## config.mk

```make
export PLATFORM = sky130hd
export DESIGN_NAME = dps_top
export DESIGN_NICKNAME = d
export VERILOG_FILES = /design/src/dps_pkg.sv /design/src/dps_top.sv /design/src/dps_sync.sv /design/src/dps_nv_engine.sv
export SDC_FILE = /design/constraint.sdc
export NUM_CORES = 1
export LEC_CHECK = 0
export BUFFER_PORTS_ARGS = -buffer_cell sky130_fd_sc_hd__buf_2
export CORE_ASPECT_RATIO = 0.6
export CORE_UTILIZATION = 55
export CTS_CLUSTER_SIZE = 8
export DETAILED_ROUTE_END_ITERATION = 12
export GPL_TIMING_DRIVEN = 0
export PLACE_DENSITY = 0.8
export SLEW_MARGIN = 20
export SYNTH_ARGS = -nofsm -noshare
export SYNTH_HDL_FRONTEND = slang
export SYNTH_SLANG_ARGS = --single-unit
```

## constraint.sdc

```tcl
create_clock -name clock -period 7.5 [get_ports clock]
set_clock_uncertainty 0.1 [all_clocks]
set_input_delay 0.375 -clock clock [delete_from_list [all_inputs] [get_ports clock]]
set_output_delay 0.375 -clock clock [all_outputs]
set_load 0.01 [all_outputs]
```

## src/dps_pkg.sv

```systemverilog
// Behaviour
// - Tuning reset value 1 restores speed and position loop gains to defaults.
// - Tuning reset also starts current loop setup for the attached motor.
// - Store command with bit 0 set copies user parameters to nonvolatile memory; the code also requires bits 31:16 to be zero.
// - Store command reads nonzero while storing, zero when done; master polls.
// - Factory command value 1 sets defaults then saves them to nonvolatile memory.
// - Factory defaults reach the running configuration only at next start-up.
// - Factory reset accepted from operator panel and from parameter port.
// - User defaults command 1 resets parameters except communication, control, logic type.
// - Rotation sense 0 is clockwise, 1 counterclockwise, clockwise by default.
// - Clockwise setting turns shaft clockwise for positive speed, seen at flange.
// - New rotation sense is stored but applies only after next power-on; reset reloads ROT_DEFAULT, so it never reaches rotation_ccw.
// - Divisor is signed 32-bit, range 1 to 2147483647, default 16384.
// - Scaling becomes active on multiplier write; divisor write alone is held.
// - Multiplier is signed 32-bit motor revolutions, range 1 to 2147483647.
package dps_pkg;

  // ----------------------------------------------------------------
  // Parameter addresses
  // ----------------------------------------------------------------
  localparam logic [15:0] ADDR_TUNING_RESET = 16'h040e;
  localparam logic [15:0] ADDR_NV_STORE     = 16'h0402;
  localparam logic [15:0] ADDR_USER_DEFAULT = 16'h0410;
  localparam logic [15:0] ADDR_FACTORY      = 16'h0420;
  localparam logic [15:0] ADDR_SCALE_DIV    = 16'h060e;
  localparam logic [15:0] ADDR_SCALE_MUL    = 16'h0610;
  localparam logic [15:0] ADDR_ROTATION     = 16'h0618;

  // ----------------------------------------------------------------
  // Values, fields and defaults
  // ----------------------------------------------------------------
  localparam int          STORE_USER_BIT    = 0;
  localparam logic [31:0] CMD_EXECUTE       = 32'h0000_0001;
  localparam logic [31:0] FACTORY_MAX       = 32'h0000_0003;
  localparam logic [31:0] SCALE_MIN         = 32'h0000_0001;
  localparam logic [31:0] SCALE_MAX         = 32'h7fff_ffff;
  localparam logic [31:0] SCALE_DIV_DEFAULT = 32'h0000_4000;
  localparam logic [31:0] SCALE_MUL_DEFAULT = 32'h0000_0001;
  localparam logic        ROT_CLOCKWISE     = 1'b0;
  localparam logic        ROT_COUNTERCLOCK  = 1'b1;
  localparam logic        ROT_DEFAULT       = ROT_CLOCKWISE;

  // ----------------------------------------------------------------
  // Nonvolatile image layout
  // ----------------------------------------------------------------
  localparam int          NV_WORDS          = 3;
  localparam logic [1:0]  NV_IDX_ROTATION   = 2'h0;
  localparam logic [1:0]  NV_IDX_DIV        = 2'h1;
  localparam logic [1:0]  NV_IDX_MUL        = 2'h2;

  typedef enum logic [1:0] {
    DPS_NV_IDLE = 2'b00,
    DPS_NV_SEND = 2'b01,
    DPS_NV_WAIT = 2'b10
  } dps_nv_state_type;

endpackage : dps_pkg

```

## src/dps_top.sv

```systemverilog
`timescale 1ns/1ps
module dps_top
  import dps_pkg::*;
(
  input  wire logic        clock,
  input  wire logic        rst,
  // Parameter access port
  input  wire logic        par_wr,
  input  wire logic        par_rd,
  input  wire logic [15:0] par_addr,
  input  wire logic [31:0] par_wdata,
  output logic      [31:0] par_rdata,
  output logic             par_ack,
  output logic             par_err,
  // Operator panel requests (asynchronous pins)
  input  wire logic        panel_factory_code,
  input  wire logic        panel_tuning_reset_code,
  // Nonvolatile memory write channel
  output logic             nv_req,
  output logic      [1:0]  nv_addr,
  output logic      [31:0] nv_wdata,
  input  wire logic        nv_ack,
  // Effects on the control loops
  output logic             loop_gains_default,
  output logic             current_loop_autoset,
  output logic             rotation_ccw,
  output logic      [31:0] scale_multiplier_active,
  output logic      [31:0] scale_divisor_active
);

  // ----------------------------------------------------------------
  // Stored and active state
  // ----------------------------------------------------------------
  logic        rot_stored_r;
  logic [31:0] div_stored_r;
  logic [31:0] mul_stored_r;
  logic        rot_active_r;
  logic [31:0] div_active_r;
  logic [31:0] mul_active_r;
  logic        started_r;
  logic        gains_pulse_r;
  logic        autoset_pulse_r;
  logic        store_pending_r;
  logic        factory_busy_r;
  logic [31:0] rdata_r;
  logic        ack_r;
  logic        err_r;
  logic [1:0]  panel_lvl;
  logic [1:0]  panel_prev_r;

  // ----------------------------------------------------------------
  // Panel inputs
  // ----------------------------------------------------------------
  // Pins are asynchronous, so filter them first
  dps_sync #(
    .WIDTH (2)
  ) u_sync (
    .clock     (clock),
    .rst       (rst),
    .pin_in    ({panel_tuning_reset_code, panel_factory_code}),
    .level_out (panel_lvl)
  );

  // Panel edge memory for rising-edge detection on the filtered levels
  always_ff @(posedge clock or posedge rst) begin
    if (rst) begin
      panel_prev_r <= 2'b00;
    end else begin
      panel_prev_r <= panel_lvl;
    end
  end

  // Edges of the filtered levels; pins idle low
  logic panel_factory_rise;
  logic panel_tuning_rise;
  assign panel_factory_rise = panel_lvl[0] & ~panel_prev_r[0];
  assign panel_tuning_rise  = panel_lvl[1] & ~panel_prev_r[1];

  // ----------------------------------------------------------------
  // Address decode
  // ----------------------------------------------------------------
  // One select per mapped parameter word
  logic hit_tuning;
  logic hit_store;
  logic hit_user;
  logic hit_factory;
  logic hit_div;
  logic hit_mul;
  logic hit_rot;
  logic hit_any;

  // Full compare, so no word has an alias
  assign hit_tuning  = (par_addr == ADDR_TUNING_RESET);
  assign hit_store   = (par_addr == ADDR_NV_STORE);
  assign hit_user    = (par_addr == ADDR_USER_DEFAULT);
  assign hit_factory = (par_addr == ADDR_FACTORY);
  assign hit_div     = (par_addr == ADDR_SCALE_DIV);
  assign hit_mul     = (par_addr == ADDR_SCALE_MUL);
  assign hit_rot     = (par_addr == ADDR_ROTATION);
  assign hit_any     = hit_tuning | hit_store | hit_user | hit_factory
                     | hit_div | hit_mul | hit_rot;

  // ----------------------------------------------------------------
  // Range checks
  // ----------------------------------------------------------------
  // Write data checks and the save guard
  logic nv_busy;
  logic busy_any;
  logic scale_ok;
  logic rot_ok;
  logic cmd_one;
  logic store_ok;
  logic factory_ok;

  // Save pending or running; blocks writes
  assign busy_any   = nv_busy | store_pending_r;
  assign scale_ok   = (par_wdata >= SCALE_MIN) && (par_wdata <= SCALE_MAX);
  assign rot_ok     = (par_wdata == 32'(ROT_CLOCKWISE))
                    | (par_wdata == 32'(ROT_COUNTERCLOCK));
  assign cmd_one    = (par_wdata == CMD_EXECUTE);
  assign store_ok   = par_wdata[STORE_USER_BIT] && (par_wdata[31:16] == 16'h0000);
  assign factory_ok = (par_wdata <= FACTORY_MAX);

  // ----------------------------------------------------------------
  // Accepted write strobes
  // ----------------------------------------------------------------
  // Qualified strobes, one per action
  logic wr_ok;
  logic do_tuning;
  logic do_store;
  logic do_user;
  logic do_factory;
  logic wr_div;
  logic wr_mul;
  logic wr_rot;
  logic wr_refused;

  // Writes during a store are refused so the saved image stays coherent
  assign wr_ok      = par_wr & ~busy_any;
  assign do_tuning  = (wr_ok & hit_tuning & cmd_one) | panel_tuning_rise;
  assign do_store   = wr_ok & hit_store & store_ok;
  assign do_user    = wr_ok & hit_user & cmd_one;
  // A factory panel press during a save is dropped; a tuning panel press is not
  // panel or port
  assign do_factory = (wr_ok & hit_factory & cmd_one)
                    | (panel_factory_rise & ~busy_any);
  assign wr_div     = wr_ok & hit_div & scale_ok;
  assign wr_mul     = wr_ok & hit_mul & scale_ok;
  assign wr_rot     = wr_ok & hit_rot & rot_ok;
  assign wr_refused = par_wr & (~hit_any | busy_any
                    | (hit_tuning & ~cmd_one & (par_wdata != 32'h0))
                    | (hit_store & ~store_ok & (par_wdata != 32'h0))
                    | (hit_user & ~cmd_one & (par_wdata != 32'h0))
                    | (hit_factory & ~factory_ok)
                    | ((hit_div | hit_mul) & ~scale_ok)
                    | (hit_rot & ~rot_ok));

  // ----------------------------------------------------------------
  // Stored parameter set
  // ----------------------------------------------------------------
  // Both default commands load defaults into the stored set; only the
  // factory command also saves them. None of these three words is a
  // communication, device control or logic type parameter.
  always_ff @(posedge clock or posedge rst) begin
    if (rst) begin
      rot_stored_r <= ROT_DEFAULT;
      div_stored_r <= SCALE_DIV_DEFAULT;
      mul_stored_r <= SCALE_MUL_DEFAULT;
    end else if (do_factory | do_user) begin
      rot_stored_r <= ROT_DEFAULT;
      div_stored_r <= SCALE_DIV_DEFAULT;
      mul_stored_r <= SCALE_MUL_DEFAULT;
    end else begin
      if (wr_rot) begin
        rot_stored_r <= par_wdata[0];
      end
      if (wr_div) begin
        div_stored_r <= par_wdata;
      end
      if (wr_mul) begin
        mul_stored_r <= par_wdata;
      end
    end
  end

  // ----------------------------------------------------------------
  // Active configuration
  // ----------------------------------------------------------------
  // Rotation sense is taken once, at the first edge after reset release;
  // reset stands for power-up here and reloads the stored sense with ROT_DEFAULT, so later writes never reach rotation_ccw.
  always_ff @(posedge clock or posedge rst) begin
    if (rst) begin
      started_r    <= 1'b0;
      rot_active_r <= ROT_DEFAULT;
    end else if (!started_r) begin
      started_r <= 1'b1;
      rot_active_r <= rot_stored_r;
    end
  end

  // Scale pair moves together on a multiplier write, so a half-updated
  // ratio never reaches the position loop
  // factory not applied
  always_ff @(posedge clock or posedge rst) begin
    if (rst) begin
      div_active_r <= SCALE_DIV_DEFAULT;
      mul_active_r <= SCALE_MUL_DEFAULT;
    end else if (do_user) begin
      div_active_r <= SCALE_DIV_DEFAULT;
      mul_active_r <= SCALE_MUL_DEFAULT;
    end else if (wr_mul) begin
      div_active_r <= div_stored_r;
      mul_active_r <= par_wdata;
    end
  end

  // ----------------------------------------------------------------
  // Controller tuning reset pulses
  // ----------------------------------------------------------------
  always_ff @(posedge clock or posedge rst) begin
    if (rst) begin
      gains_pulse_r   <= 1'b0;
      autoset_pulse_r <= 1'b0;
    end else begin
      gains_pulse_r   <= do_tuning;
      autoset_pulse_r <= do_tuning;
    end
  end

  // ----------------------------------------------------------------
  // Nonvolatile store sequencing
  // ----------------------------------------------------------------
  // The factory save starts one cycle late so the image holds defaults
  logic        nv_start;
  logic [1:0]  nv_idx;
  logic [31:0] nv_word;

  // Pending pulse and factory marker
  always_ff @(posedge clock or posedge rst) begin
    if (rst) begin
      store_pending_r <= 1'b0;
      factory_busy_r  <= 1'b0;
    end else begin
      store_pending_r <= do_store | do_factory;
      if (do_factory) begin
        factory_busy_r <= 1'b1;
      end else if (!nv_busy && !store_pending_r) begin
        factory_busy_r <= 1'b0;
      end
    end
  end

  assign nv_start = store_pending_r;

  // Image word for the engine's index
  assign nv_word = (nv_idx == NV_IDX_ROTATION) ? {31'h0, rot_stored_r} :
                   (nv_idx == NV_IDX_DIV)      ? div_stored_r :
                   (nv_idx == NV_IDX_MUL)      ? mul_stored_r : 32'h0000_0000;

  // Engine walks the image words in order
  dps_nv_engine u_nv (
    .clock     (clock),
    .rst       (rst),
    .start     (nv_start),
    .word_data (nv_word),
    .nv_ack    (nv_ack),
    .word_idx  (nv_idx),
    .busy      (nv_busy),
    .nv_req    (nv_req),
    .nv_addr   (nv_addr),
    .nv_wdata  (nv_wdata)
  );

  // ----------------------------------------------------------------
  // Read data
  // ----------------------------------------------------------------
  // Command words read zero when idle; the store word reads one during a store-command
  // save and the factory word reads one during a factory save, which the master polls on.
  logic [31:0] rd_mux;
  logic        store_busy_rd;
  logic        factory_busy_rd;

  assign store_busy_rd   = busy_any & ~factory_busy_r;
  assign factory_busy_rd = busy_any & factory_busy_r;

  // Unmapped words and the tuning and user default words read zero
  assign rd_mux = hit_store   ? {31'h0, store_busy_rd}   :
                  hit_factory ? {31'h0, factory_busy_rd} :
                  hit_div     ? div_stored_r             :
                  hit_mul     ? mul_stored_r             :
                  hit_rot     ? {31'h0, rot_stored_r}    : 32'h0000_0000;

  // Answer one cycle after the request; write wins if both strobes rise
  always_ff @(posedge clock or posedge rst) begin
    if (rst) begin
      rdata_r <= 32'h0000_0000;
      ack_r   <= 1'b0;
      err_r   <= 1'b0;
    end else begin
      ack_r <= par_wr | par_rd;
      err_r <= wr_refused | (par_rd & ~par_wr & ~hit_any);
      if (par_rd && !par_wr) begin
        rdata_r <= rd_mux;
      end
    end
  end

  // ----------------------------------------------------------------
  // Outputs
  // ----------------------------------------------------------------
  // Every output below is a register
  assign par_rdata               = rdata_r;
  assign par_ack                 = ack_r;
  assign par_err                 = err_r;
  assign loop_gains_default      = gains_pulse_r;
  assign current_loop_autoset    = autoset_pulse_r;
  assign rotation_ccw            = rot_active_r;
  assign scale_multiplier_active = mul_active_r;
  assign scale_divisor_active    = div_active_r;

endmodule // dps_top

```

## src/dps_sync.sv

```systemverilog
`timescale 1ns/1ps
module dps_sync
  import dps_pkg::*;
#(
  parameter int WIDTH = 2
) (
  input  wire logic             clock,
  input  wire logic             rst,
  input  wire logic [WIDTH-1:0] pin_in,
  output logic      [WIDTH-1:0] level_out
);

  // ----------------------------------------------------------------
  // Three-stage filter per bit
  // ----------------------------------------------------------------
  genvar gi;
  generate
    for (gi = 0; gi < WIDTH; gi++) begin : g_bit
      logic s1_r;
      logic s2_r;
      logic s3_r;
      logic lvl_r;
      // First stage feeds only the second; accept when stages two and three agree
      always_ff @(posedge clock or posedge rst) begin
        if (rst) begin
          s1_r  <= 1'b0;
          s2_r  <= 1'b0;
          s3_r  <= 1'b0;
          lvl_r <= 1'b0;
        end else begin
          s1_r <= pin_in[gi];
          s2_r <= s1_r;
          s3_r <= s2_r;
          if (s2_r == s3_r) begin
            lvl_r <= s3_r;
          end
        end
      end
      assign level_out[gi] = lvl_r;
    end
  endgenerate

endmodule // dps_sync

```

## src/dps_nv_engine.sv

```systemverilog
`timescale 1ns/1ps
module dps_nv_engine
  import dps_pkg::*;
(
  input  wire logic        clock,
  input  wire logic        rst,
  input  wire logic        start,
  input  wire logic [31:0] word_data,
  input  wire logic        nv_ack,
  output logic      [1:0]  word_idx,
  output logic             busy,
  output logic             nv_req,
  output logic      [1:0]  nv_addr,
  output logic      [31:0] nv_wdata
);

  dps_nv_state_type state_r;
  dps_nv_state_type state_nxt;
  logic [1:0]       idx_r;
  logic             last_word;

  // ----------------------------------------------------------------
  // Word sequencing
  // ----------------------------------------------------------------
  assign last_word = (idx_r == 2'(NV_WORDS - 1));
  assign word_idx  = idx_r;
  assign busy      = (state_r != DPS_NV_IDLE);

  // Next state; one word in flight at a time keeps the memory side simple
  always_comb begin
    state_nxt = state_r;
    case (state_r)
      DPS_NV_IDLE: if (start) state_nxt = DPS_NV_SEND;
      DPS_NV_SEND: state_nxt = DPS_NV_WAIT;
      DPS_NV_WAIT: begin
        if (nv_ack) begin
          state_nxt = last_word ? DPS_NV_IDLE : DPS_NV_SEND;
        end
      end
      default: state_nxt = DPS_NV_IDLE;
    endcase
  end

  // Request, address and data held until acknowledged
  always_ff @(posedge clock or posedge rst) begin
    if (rst) begin
      state_r  <= DPS_NV_IDLE;
      idx_r    <= 2'h0;
      nv_req   <= 1'b0;
      nv_addr  <= 2'h0;
      nv_wdata <= 32'h0000_0000;
    end else begin
      state_r <= state_nxt;
      if (state_r == DPS_NV_IDLE) begin
        idx_r <= 2'h0;
      end else if (state_r == DPS_NV_SEND) begin
        nv_req   <= 1'b1;
        nv_addr  <= idx_r;
        nv_wdata <= word_data;
      end else if (state_r == DPS_NV_WAIT && nv_ack) begin
        nv_req <= 1'b0;
        idx_r  <= idx_r + 2'h1;
      end
    end
  end

endmodule // dps_nv_engine

```

==> summary.md, run 1 <==
| Metric | Value |
|---|---|
| Clock share of power | `44.5%` |
| Clock Pin Slew Worst Setup and Hold Paths | `0.05 ns` |
| Post-Layout Inst Area | `11700 um^2` |
| Period Utilization, post-route | `41.9%` |
| Initial antenna violation count | `0` |
| Clock sink total | `217` |
| Kind of cell adding the most delay to the critical path | `simple AND/OR/NAND/NOR gates` |
| Worst min-delay path class | `input port to flip-flop` |
| Lkg Pwr | `5.56 nW` |
| Cell-internal power | `0.00208 W` |
| CTS resizes | `0` |
| Reg-to-reg slack, setup | `4.36 ns` |
| Detailed Routing Iterations Pass 1 | `5` |
| Vias/cell | `6.08` |
| Critical Path Stages | `6` |
| Worst path arrival time | `3.52 ns` |
| GR Overflow Total | `0` |
| Postcts setup bufs | `0` |
| Switching share of power | `27.7%` |
| Worst path bufs/invs | `2` |
| Critical-path maximum fanout | `10` |
| R2R depth | `6` |
| DP HPWL | `21300 um` |
| Vias | `8800` |
| NumNets Final | `1252` |
| Post-synth EDFFs | `0` |
| VDD IR max | `0.000204 V` |
| Final hold vios | `0` |
| Number of global-route vias before repair | `8472` |
| Power Dens Cells | `245 nW/um^2` |
| CTS tree | `yes` |
| Filler cell count | `1324` |
| Final ANT Viol Nets | `0` |
| Syn nets | `1025` |
| Post-synth cell types | `63` |
| CTS max path bufs | `3` |
| Register area share after synthesis | `57.1%` |
| Power Total | `0.00288 W` |
| CP Cell Sequence | `clkbuf_1 -> or4b_1 -> or4_1 -> nor2_1 -> buf_2 -> a22o_1` |
| Placed Area | `10800 um^2` |
| IO Pins | `191` |
| Hold path depth | `3` |
| First-pass GRT wire length | `46900 um` |
| GP Congestion | `0.923` |
| Crit path max-delay cell type | `nor2_1` |
| Clock root cell | `clkbuf_16` |
| Die X | `172 um` |
| Run status | `completed` |
| Total GRT Usage | `34.3%` |
| Yosys warnings | `0` |
| Total CTS buffers | `31` |
| Max Slew Vio Count | `0` |
| Die Ht | `104 um` |
| CP startpoint kind | `flip-flop` |
| Share of layout cells above drive strength 1 | `22.3%` |
| Total of max-cap violations | `0` |
| Worst-skew pair later-pin latency | `0.55 ns` |
| Critical path type | `flip-flop to flip-flop` |
| Core Box Area | `16600 um^2` |
| Worst path required time | `7.88 ns` |
| Flops & latches, synth | `217` |
| Max transition margin | `35.6%` |
| Pre-CTS setup slack | `4.29 ns` |
| Ys async rst share | `100%` |
| Sw power | `0.000796 W` |
| Top FF cell, synth | `dfrtp_1` |
| RSZ-0062 raised after global routing | `false` |
| Worst Tran Pin Value | `0.962 ns` |
| Logic pwr share | `12.4%` |
| Final setup viols | `0` |
| Routed len/inst | `20.7 um` |
| FMAX | `318 MHz` |
| Row count | `36` |
| WL final | `30000 um` |
| Netlist Area Pre-Place | `9530 um^2` |
| Buffers added on ports | `187` |
| Number of H-tree levels | `1` |
| Crit path largest cell delay | `0.74 ns` |
| Initial Utilization | `57.5%` |
| Final Util | `70.9%` |
| Initial DRC count | `1078` |
| Crit. End Element | `flip-flop` |
| Avg Synthesized Cell Area | `9.85 um^2` |
| Die Area | `17900 um^2` |
| Synth Instances | `967` |
| Pin count of the biggest net entering global routing | `111` |
| Period minus WS final | `3.14 ns` |
| Sequential Power Share | `43.1%` |
| Antenna Cells | `0` |
| DR DRC count | `0` |
| Worst setup margin | `4.36 ns` |
| Area grow syn2layout | `23.3%` |
[layout by cell type (no fill, tap or decap), types with 3 or more instances in the layout]
cell | Yosys | routed
nand2b_1 | 5 | 5
clkbuf_16 | 0 | 31
or4_1 | 5 | 5
o21ai_0 | 6 | 6
nor4_1 | 9 | 9
inv_1 | 9 | 8
clkbuf_1 | 50 | 75
nand2_1 | 155 | 155
dlygate4sd3_1 | 0 | 5
nand3_1 | 37 | 37
a221oi_1 | 30 | 30
buf_4 | 5 | 5
buf_6 | 3 | 3
nor3_1 | 13 | 13
a211oi_1 | 55 | 55
or3_1 | 3 | 3
a22o_1 | 37 | 37
nand4_1 | 10 | 10
and3_1 | 4 | 4
and4_1 | 3 | 3
buf_2 | 25 | 212
dfrtp_1 | 213 | 213
a21oi_1 | 64 | 64
or4_4 | 3 | 3
o21ai_1 | 65 | 65
mux2i_1 | 5 | 5
dfstp_2 | 4 | 4
nor2_1 | 100 | 100
nor2b_1 | 3 | 3
ha_1 | 3 | 3
nand3b_1 | 3 | 3
[cell families after synthesis]
family	count (synthesis)	share of synthesized area (%)
AO/OA/AOI/OAI	274	19.2
XOR/XNOR	2	0.184
adder cells (fa/ha/maj)	5	0.604
buffers and inverters	93	4.43
flip-flops	217	57.1
multiplexers	7	0.762
other	1	0.0394
AND/OR/NAND/NOR	368	17.7
[stage by stage]
| step | hold slack [ns] | instances | TNS [ns] |
|---|---|---|---|
| 2_1_floorplan | 0.231 | 967 | 0 |
| 4_1_cts | 0.00552 | 1447 | 0 |
| 3_3_place_gp | 0.232 | 1382 | -219.46 |
| 3_5_place_dp | 0.164 | 1384 | 0 |
| 5_1_grt | 0.0158 | 1447 | 0 |
| 6_report | 0.0164 | 1447 | 0 |
[routing by layer]
metal | global-route usage, % | up-vias | wire [um]
li1 | - | 3934 | -
met4 | 10.4 | 0 | 930
met3 | 8.41 | 84 | 3520
met5 | 0 | - | 0
met1 | 53.7 | 4203 | 13400
met2 | 46.5 | 579 | 12200
[worst paths after layout]
| kind | startpoint | endpoint |
|---|---|---|
| setup reg to reg | u_nv.state_r[1] | scale_divisor_active[0] |
| max in group asynchronous | rst | par_rdata[15] |
| hold reg to reg | u_sync.g_bit[0].s1_r | u_sync.g_bit[0].s2_r |
| min in group asynchronous | rst | u_sync.g_bit[0].s1_r |
| setup / recovery | u_nv.state_r[1] | scale_divisor_active[0] |
| hold / removal | par_wdata[20] | div_stored_r[20] |
[worst reg2reg max path, delay by kind of cell, from the launching register on]
family	cells	cell delay (ns)
AOI/OAI and AO/OA	1	0.21
buffers and inverters	2	0.59
DFF	1	0.35
and+or+nand+nor	3	1.82
[registers in the layout, indices dropped and copies added (netlist names)]
signal                   flops
u_nv.state_r                 2
u_sync.g_bit.s3_r            2
u_nv.nv_wdata               32
u_sync.g_bit.lvl_r           2
u_nv.nv_addr                 2
rot_stored_r                 1
par_rdata                   32
div_stored_r                32
rotation_ccw                 1
current_loop_autoset         1
mul_stored_r                32
factory_busy_r               1
panel_prev_r                 2
u_nv.nv_req                  1
scale_divisor_active        32
nv_start                     1
u_sync.g_bit.s1_r            2
started_r                    1
scale_multiplier_active     32
par_err                      1
u_nv.word_idx                2
par_ack                      1
u_sync.g_bit.s2_r            2
[what timing repair did]
action,in CTS,in global routing
hold endpoints to repair,111,0
endpoints found under the setup margin,0,0
hold buffers,5,0
[final cells by class]
cell class | instances | area (um^2) | share of cell area [%]
Buffer | 84 | 388 | 3.30
Clock inverter | 2 | 17.5 | 0.149
Multi-Input combinational cell | 657 | 3670 | 31.2
Sequential cell | 217 | 5440 | 46.3
Clock buffer | 56 | 870 | 7.40
Tap cell | 228 | 285 | 2.43
Timing Repair Buffer | 194 | 1040 | 8.86
Inverter | 9 | 41.3 | 0.351
[Yosys cell counts (5+ instances only)]
cell type  instances  area, um^2
nand2b_1           5        31.3
buf_2             25         125
o21ai_1           65         325
a211oi_1          55         413
o21ai_0            6        30.0
dfrtp_1          213        5330
clkbuf_1          50         188
a21oi_1           64         320
inv_1              9        33.8
buf_4              5        37.5
nor4_1             9        56.3
nor3_1            13        65.1
or4_1              5        37.5
a221oi_1          30         263
nand4_1           10        62.6
nand3_1           37         185
a22o_1            37         324
mux2i_1            5        50.1
nand2_1          155         582
nor2_1           100         375
[power groups by stage]
stage / Combinational [W] / Clock, W / Sequential (W)
2_1_floorplan: 0.000189 / 0 / 0.00127
3_3_place_gp: 0.000336 / 0 / 0.00126
3_5_place_dp: 0.000348 / 0 / 0.00126
4_1_cts: 0.000352 / 0.00128 / 0.00124
5_1_grt: 0.000391 / 0.00134 / 0.00125
6_report: 0.000358 / 0.00128 / 0.00124
Power figures use the tool's default switching activity.
==> inputs of run 2 (changes only) <==
ABC_AREA = 1   (was unset)
CORE_UTILIZATION = 50   (was 55)
PLACE_DENSITY = 0.76   (was 0.8)
clock period = 2.72 ns   (was 7.5 ns; I/O delays follow)
==> run 2 against run 1 <==
Effect of this change:
- the run now ends with negative hold slack left
- via count grew 4.2%
- clock-buffer cell count shrank 15
- critical path depth is 4 higher
- total power grew to 3.0 times the previous value
- final area grew 4.6%
- utilization decreased by 4.4 points
- maximum frequency is 48% higher
- worst setup slack got worse by 3.8 ns
- critical endpoint is now div_stored_r[13]
- largest power group is now sequential cells
==> summary.md, run 2 <==
| Metric | Value |
|---|---|
| Critical path type | `flip-flop to flip-flop` |
| Post-Layout Inst Area | `12300 um^2` |
| Synth Area in XOR/XNOR | `0%` |
| Crit. End Element | `flip-flop` |
| Period minus WS final | `2.13 ns` |
| Pin count of the biggest net entering global routing | `34` |
| Die Ht | `110 um` |
| Buffers added on ports | `190` |
| Flops & latches, synth | `217` |
| Layout Cells excl Fill | `1636` |
| Filler cell count | `1537` |
| Yosys top cell area share | `55.2%` |
| Clock Pin Slew Worst Setup and Hold Paths | `0.05 ns` |
| Vias | `9168` |
| GR Overflow Total | `0` |
| Worst Tran Pin Value | `0.695 ns` |
| Top FF cell, synth | `dfrtp_1` |
| RSZ-0062 raised after global routing | `false` |
| Total CTS buffers | `31` |
| Max Slew Vio Count | `0` |
| First-pass GRT wire length | `49000 um` |
| Largest family of logic cells by synthesized area | `simple AND/OR/NAND/NOR gates` |
| Area leader, netlist | `dfrtp_1` |
| Post-Synth Adder-Cell Area | `0.596%` |
| NumNets Final | `1444` |
| Lkg Pwr | `6.70 nW` |
| Clock sink total | `217` |
| Power Dens Cells | `697 nW/um^2` |
| Register area share after synthesis | `56.3%` |
| GP Congestion | `0.925` |
| Number of global-route vias before repair | `8981` |
| Most common cell in the netlist | `nand2_1` |
| Netlist Area Pre-Place | `9650 um^2` |
| Postcts setup bufs | `0` |
| Critical path endpoint | `div_stored_r[13]` |
| Area grow syn2layout | `27.4%` |
| Run status | `finished, violations left` |
| Worst R2R Start | `u_nv.state_r[1]` |
| VDD IR max | `0.000498 V` |
| Worst path required time | `3.10 ns` |
| FMAX | `469 MHz` |
| Synth top area cells | `dfrtp_1 55%, nand2_1 13%, nand3_1 6.6%, nor2_1 3.5%, o31ai_1 3.5%` |
| Most common cell after layout, fill and taps aside | `nand2_1` |
| # placed instances | `1553` |
| Final hold vios | `1` |
| Commonest non-fill, non-tap cells in the layout | `342 x nand2_1, 213 x dfrtp_1, 209 x buf_2` |
| Violated checks | `negative hold slack` |
| Reg-to-reg slack, setup | `0.59 ns` |
| Detailed Routing Iterations Pass 1 | `5` |
| Initial antenna violation count | `0` |
| Worst r2r dst | `div_stored_r[13]` |
| Post-synth EDFFs | `0` |
| Placed Area | `11100 um^2` |
| Routed len/inst | `19.0 um` |
| Initial Utilization | `52.2%` |
| CTS max path bufs | `3` |
| Ys async rst share | `100%` |
| Worst-skew pair later-pin latency | `0.54 ns` |
| Worst min-delay path class | `input port to flip-flop` |
| Share of layout cells above drive strength 1 | `21.7%` |
| R2R depth | `10` |
| IO Pins | `191` |
| Die X | `181 um` |
| Vias/cell | `5.60` |
| Top post-synthesis cells by count | `342 x nand2_1, 213 x dfrtp_1, 127 x nand3_1, 91 x nor2_1, 77 x inv_1` |
| Total of max-cap violations | `0` |
| CTS tree | `yes` |
| Critical-path maximum fanout | `10` |
| Avg Synthesized Cell Area | `8.65 um^2` |
| Synth Area in Compound Gates | `9.82%` |
| Final setup viols | `0` |
| Number of H-tree levels | `1` |
| CP startpoint kind | `flip-flop` |
| Yosys warnings | `0` |
| Hold_ws | `-0.00123 ns` |
| DR DRC count | `0` |
| Core Box Area | `18500 um^2` |
| Mux contribution to synthesized area | `0%` |
| Synth Instances | `1116` |
| Total GRT Usage | `32.4%` |
| WL final | `31100 um` |
| Period Utilization, post-route | `78.3%` |
| Worst path arrival time | `2.51 ns` |
| Max transition margin | `53.7%` |
| Synth Area in Simple Gates | `26.1%` |
| Clock root cell | `clkbuf_16` |
| Final ANT Viol Nets | `0` |
| DP HPWL | `22400 um` |
| Crit path from | `u_nv.state_r[1]` |
| Initial DRC count | `985` |
| Row count | `38` |
| Post-synth cell types | `36` |
| Die Area | `19900 um^2` |
| Syn nets | `1174` |
| Antenna Cells | `0` |
## run 2: kinds of logic (layout without fill, tap and decap cells)
group           count (synthesis)  count (layout)
flops                         217             217
buf+inv                       149             429
fa+ha+maj                       5               5
simple gates                  591             591
other cells                     1               1
compound gates                153             153
## run 2: power by group
group          switching, W  total, W  internal (W)  leakage [nW]
sequential         0.000120   0.00354       0.00342          2.87
combinational       0.00115   0.00165      0.000501          3.43
clock               0.00134   0.00338       0.00204         0.402
total               0.00261   0.00857       0.00596          6.70
## run 2: per-layer routing
metal	routed length, um	track usage, %	part of all wire (%)
met1	13900	46.9	45
met2	12800	47.7	41
met3	3810	10.0	12
met4	531	7.57	1.7
met5	0	0	0
## run 2: how the worst min path moves through the flow
stage / from / endpoint / slack (ns) / cells after the start
floorplan: panel_factory_code / u_sync.g_bit[0].s1_r / 0.07 / 0
finish: par_addr[11] / current_loop_autoset / -0.001 / 6
global route: par_addr[1] / nv_start / 0.06 / 5
global placement: panel_tuning_reset_code / u_sync.g_bit[1].s1_r / 0.15 / 1
detailed placement: rst / u_nv.nv_addr[1] / 0.06 / 2
CTS: par_addr[11] / current_loop_autoset / 0.0004 / 6
## run 2: stage by stage
| stage | setup WS [ns] | TNS [ns] | hold WS, ns | total power [W] | utilization, % |
|---|---|---|---|---|---|
| finish | 0.589 | 0 | -0.00123 | 0.00857 | 66.5 |
| global route | 0.463 | 0 | 0.0564 | 0.00891 | 66.5 |
| CTS | 0.612 | 0 | 0.000415 | 0.00855 | 66.5 |
| detailed placement | 0.649 | 0 | 0.0641 | 0.00515 | 59.8 |
| global placement | -1.64 | -344.79 | 0.146 | 0.00510 | 59.0 |
| floorplan | -0.339 | -72.18 | 0.0674 | 0.00450 | - |
## run 2: cell type report
type | count | area [um^2] | share of cell area (%)
plain buffers | 64 | 365 | 2.97
clock buffers | 41 | 813 | 6.62
clock inverters | 2 | 17.5 | 0.143
inverters | 85 | 325 | 2.65
multi-input cells | 750 | 3530 | 28.7
flip-flops and latches | 217 | 5440 | 44.2
well taps | 240 | 300 | 2.44
repair buffers | 237 | 1510 | 12.3
## run 2: repair_timing
action                                 CTS  global route
hold buffers                            40             0
setup endpoints to repair                0             0
endpoints found under the hold margin  160             0
gates resized for setup                  0             0
## run 2: worst max-delay path, stage by stage (launching register included)
cell and delay, ns:
dfrtp_1 0.38, or2_1 0.17, nor2_2 0.06, inv_1 0.20
nor2_1 0.07, nand2_1 0.06, nand2_1 0.11, nor2_4 0.20
clkbuf_1 0.48, nand3_1 0.15, nand2_1 0.09
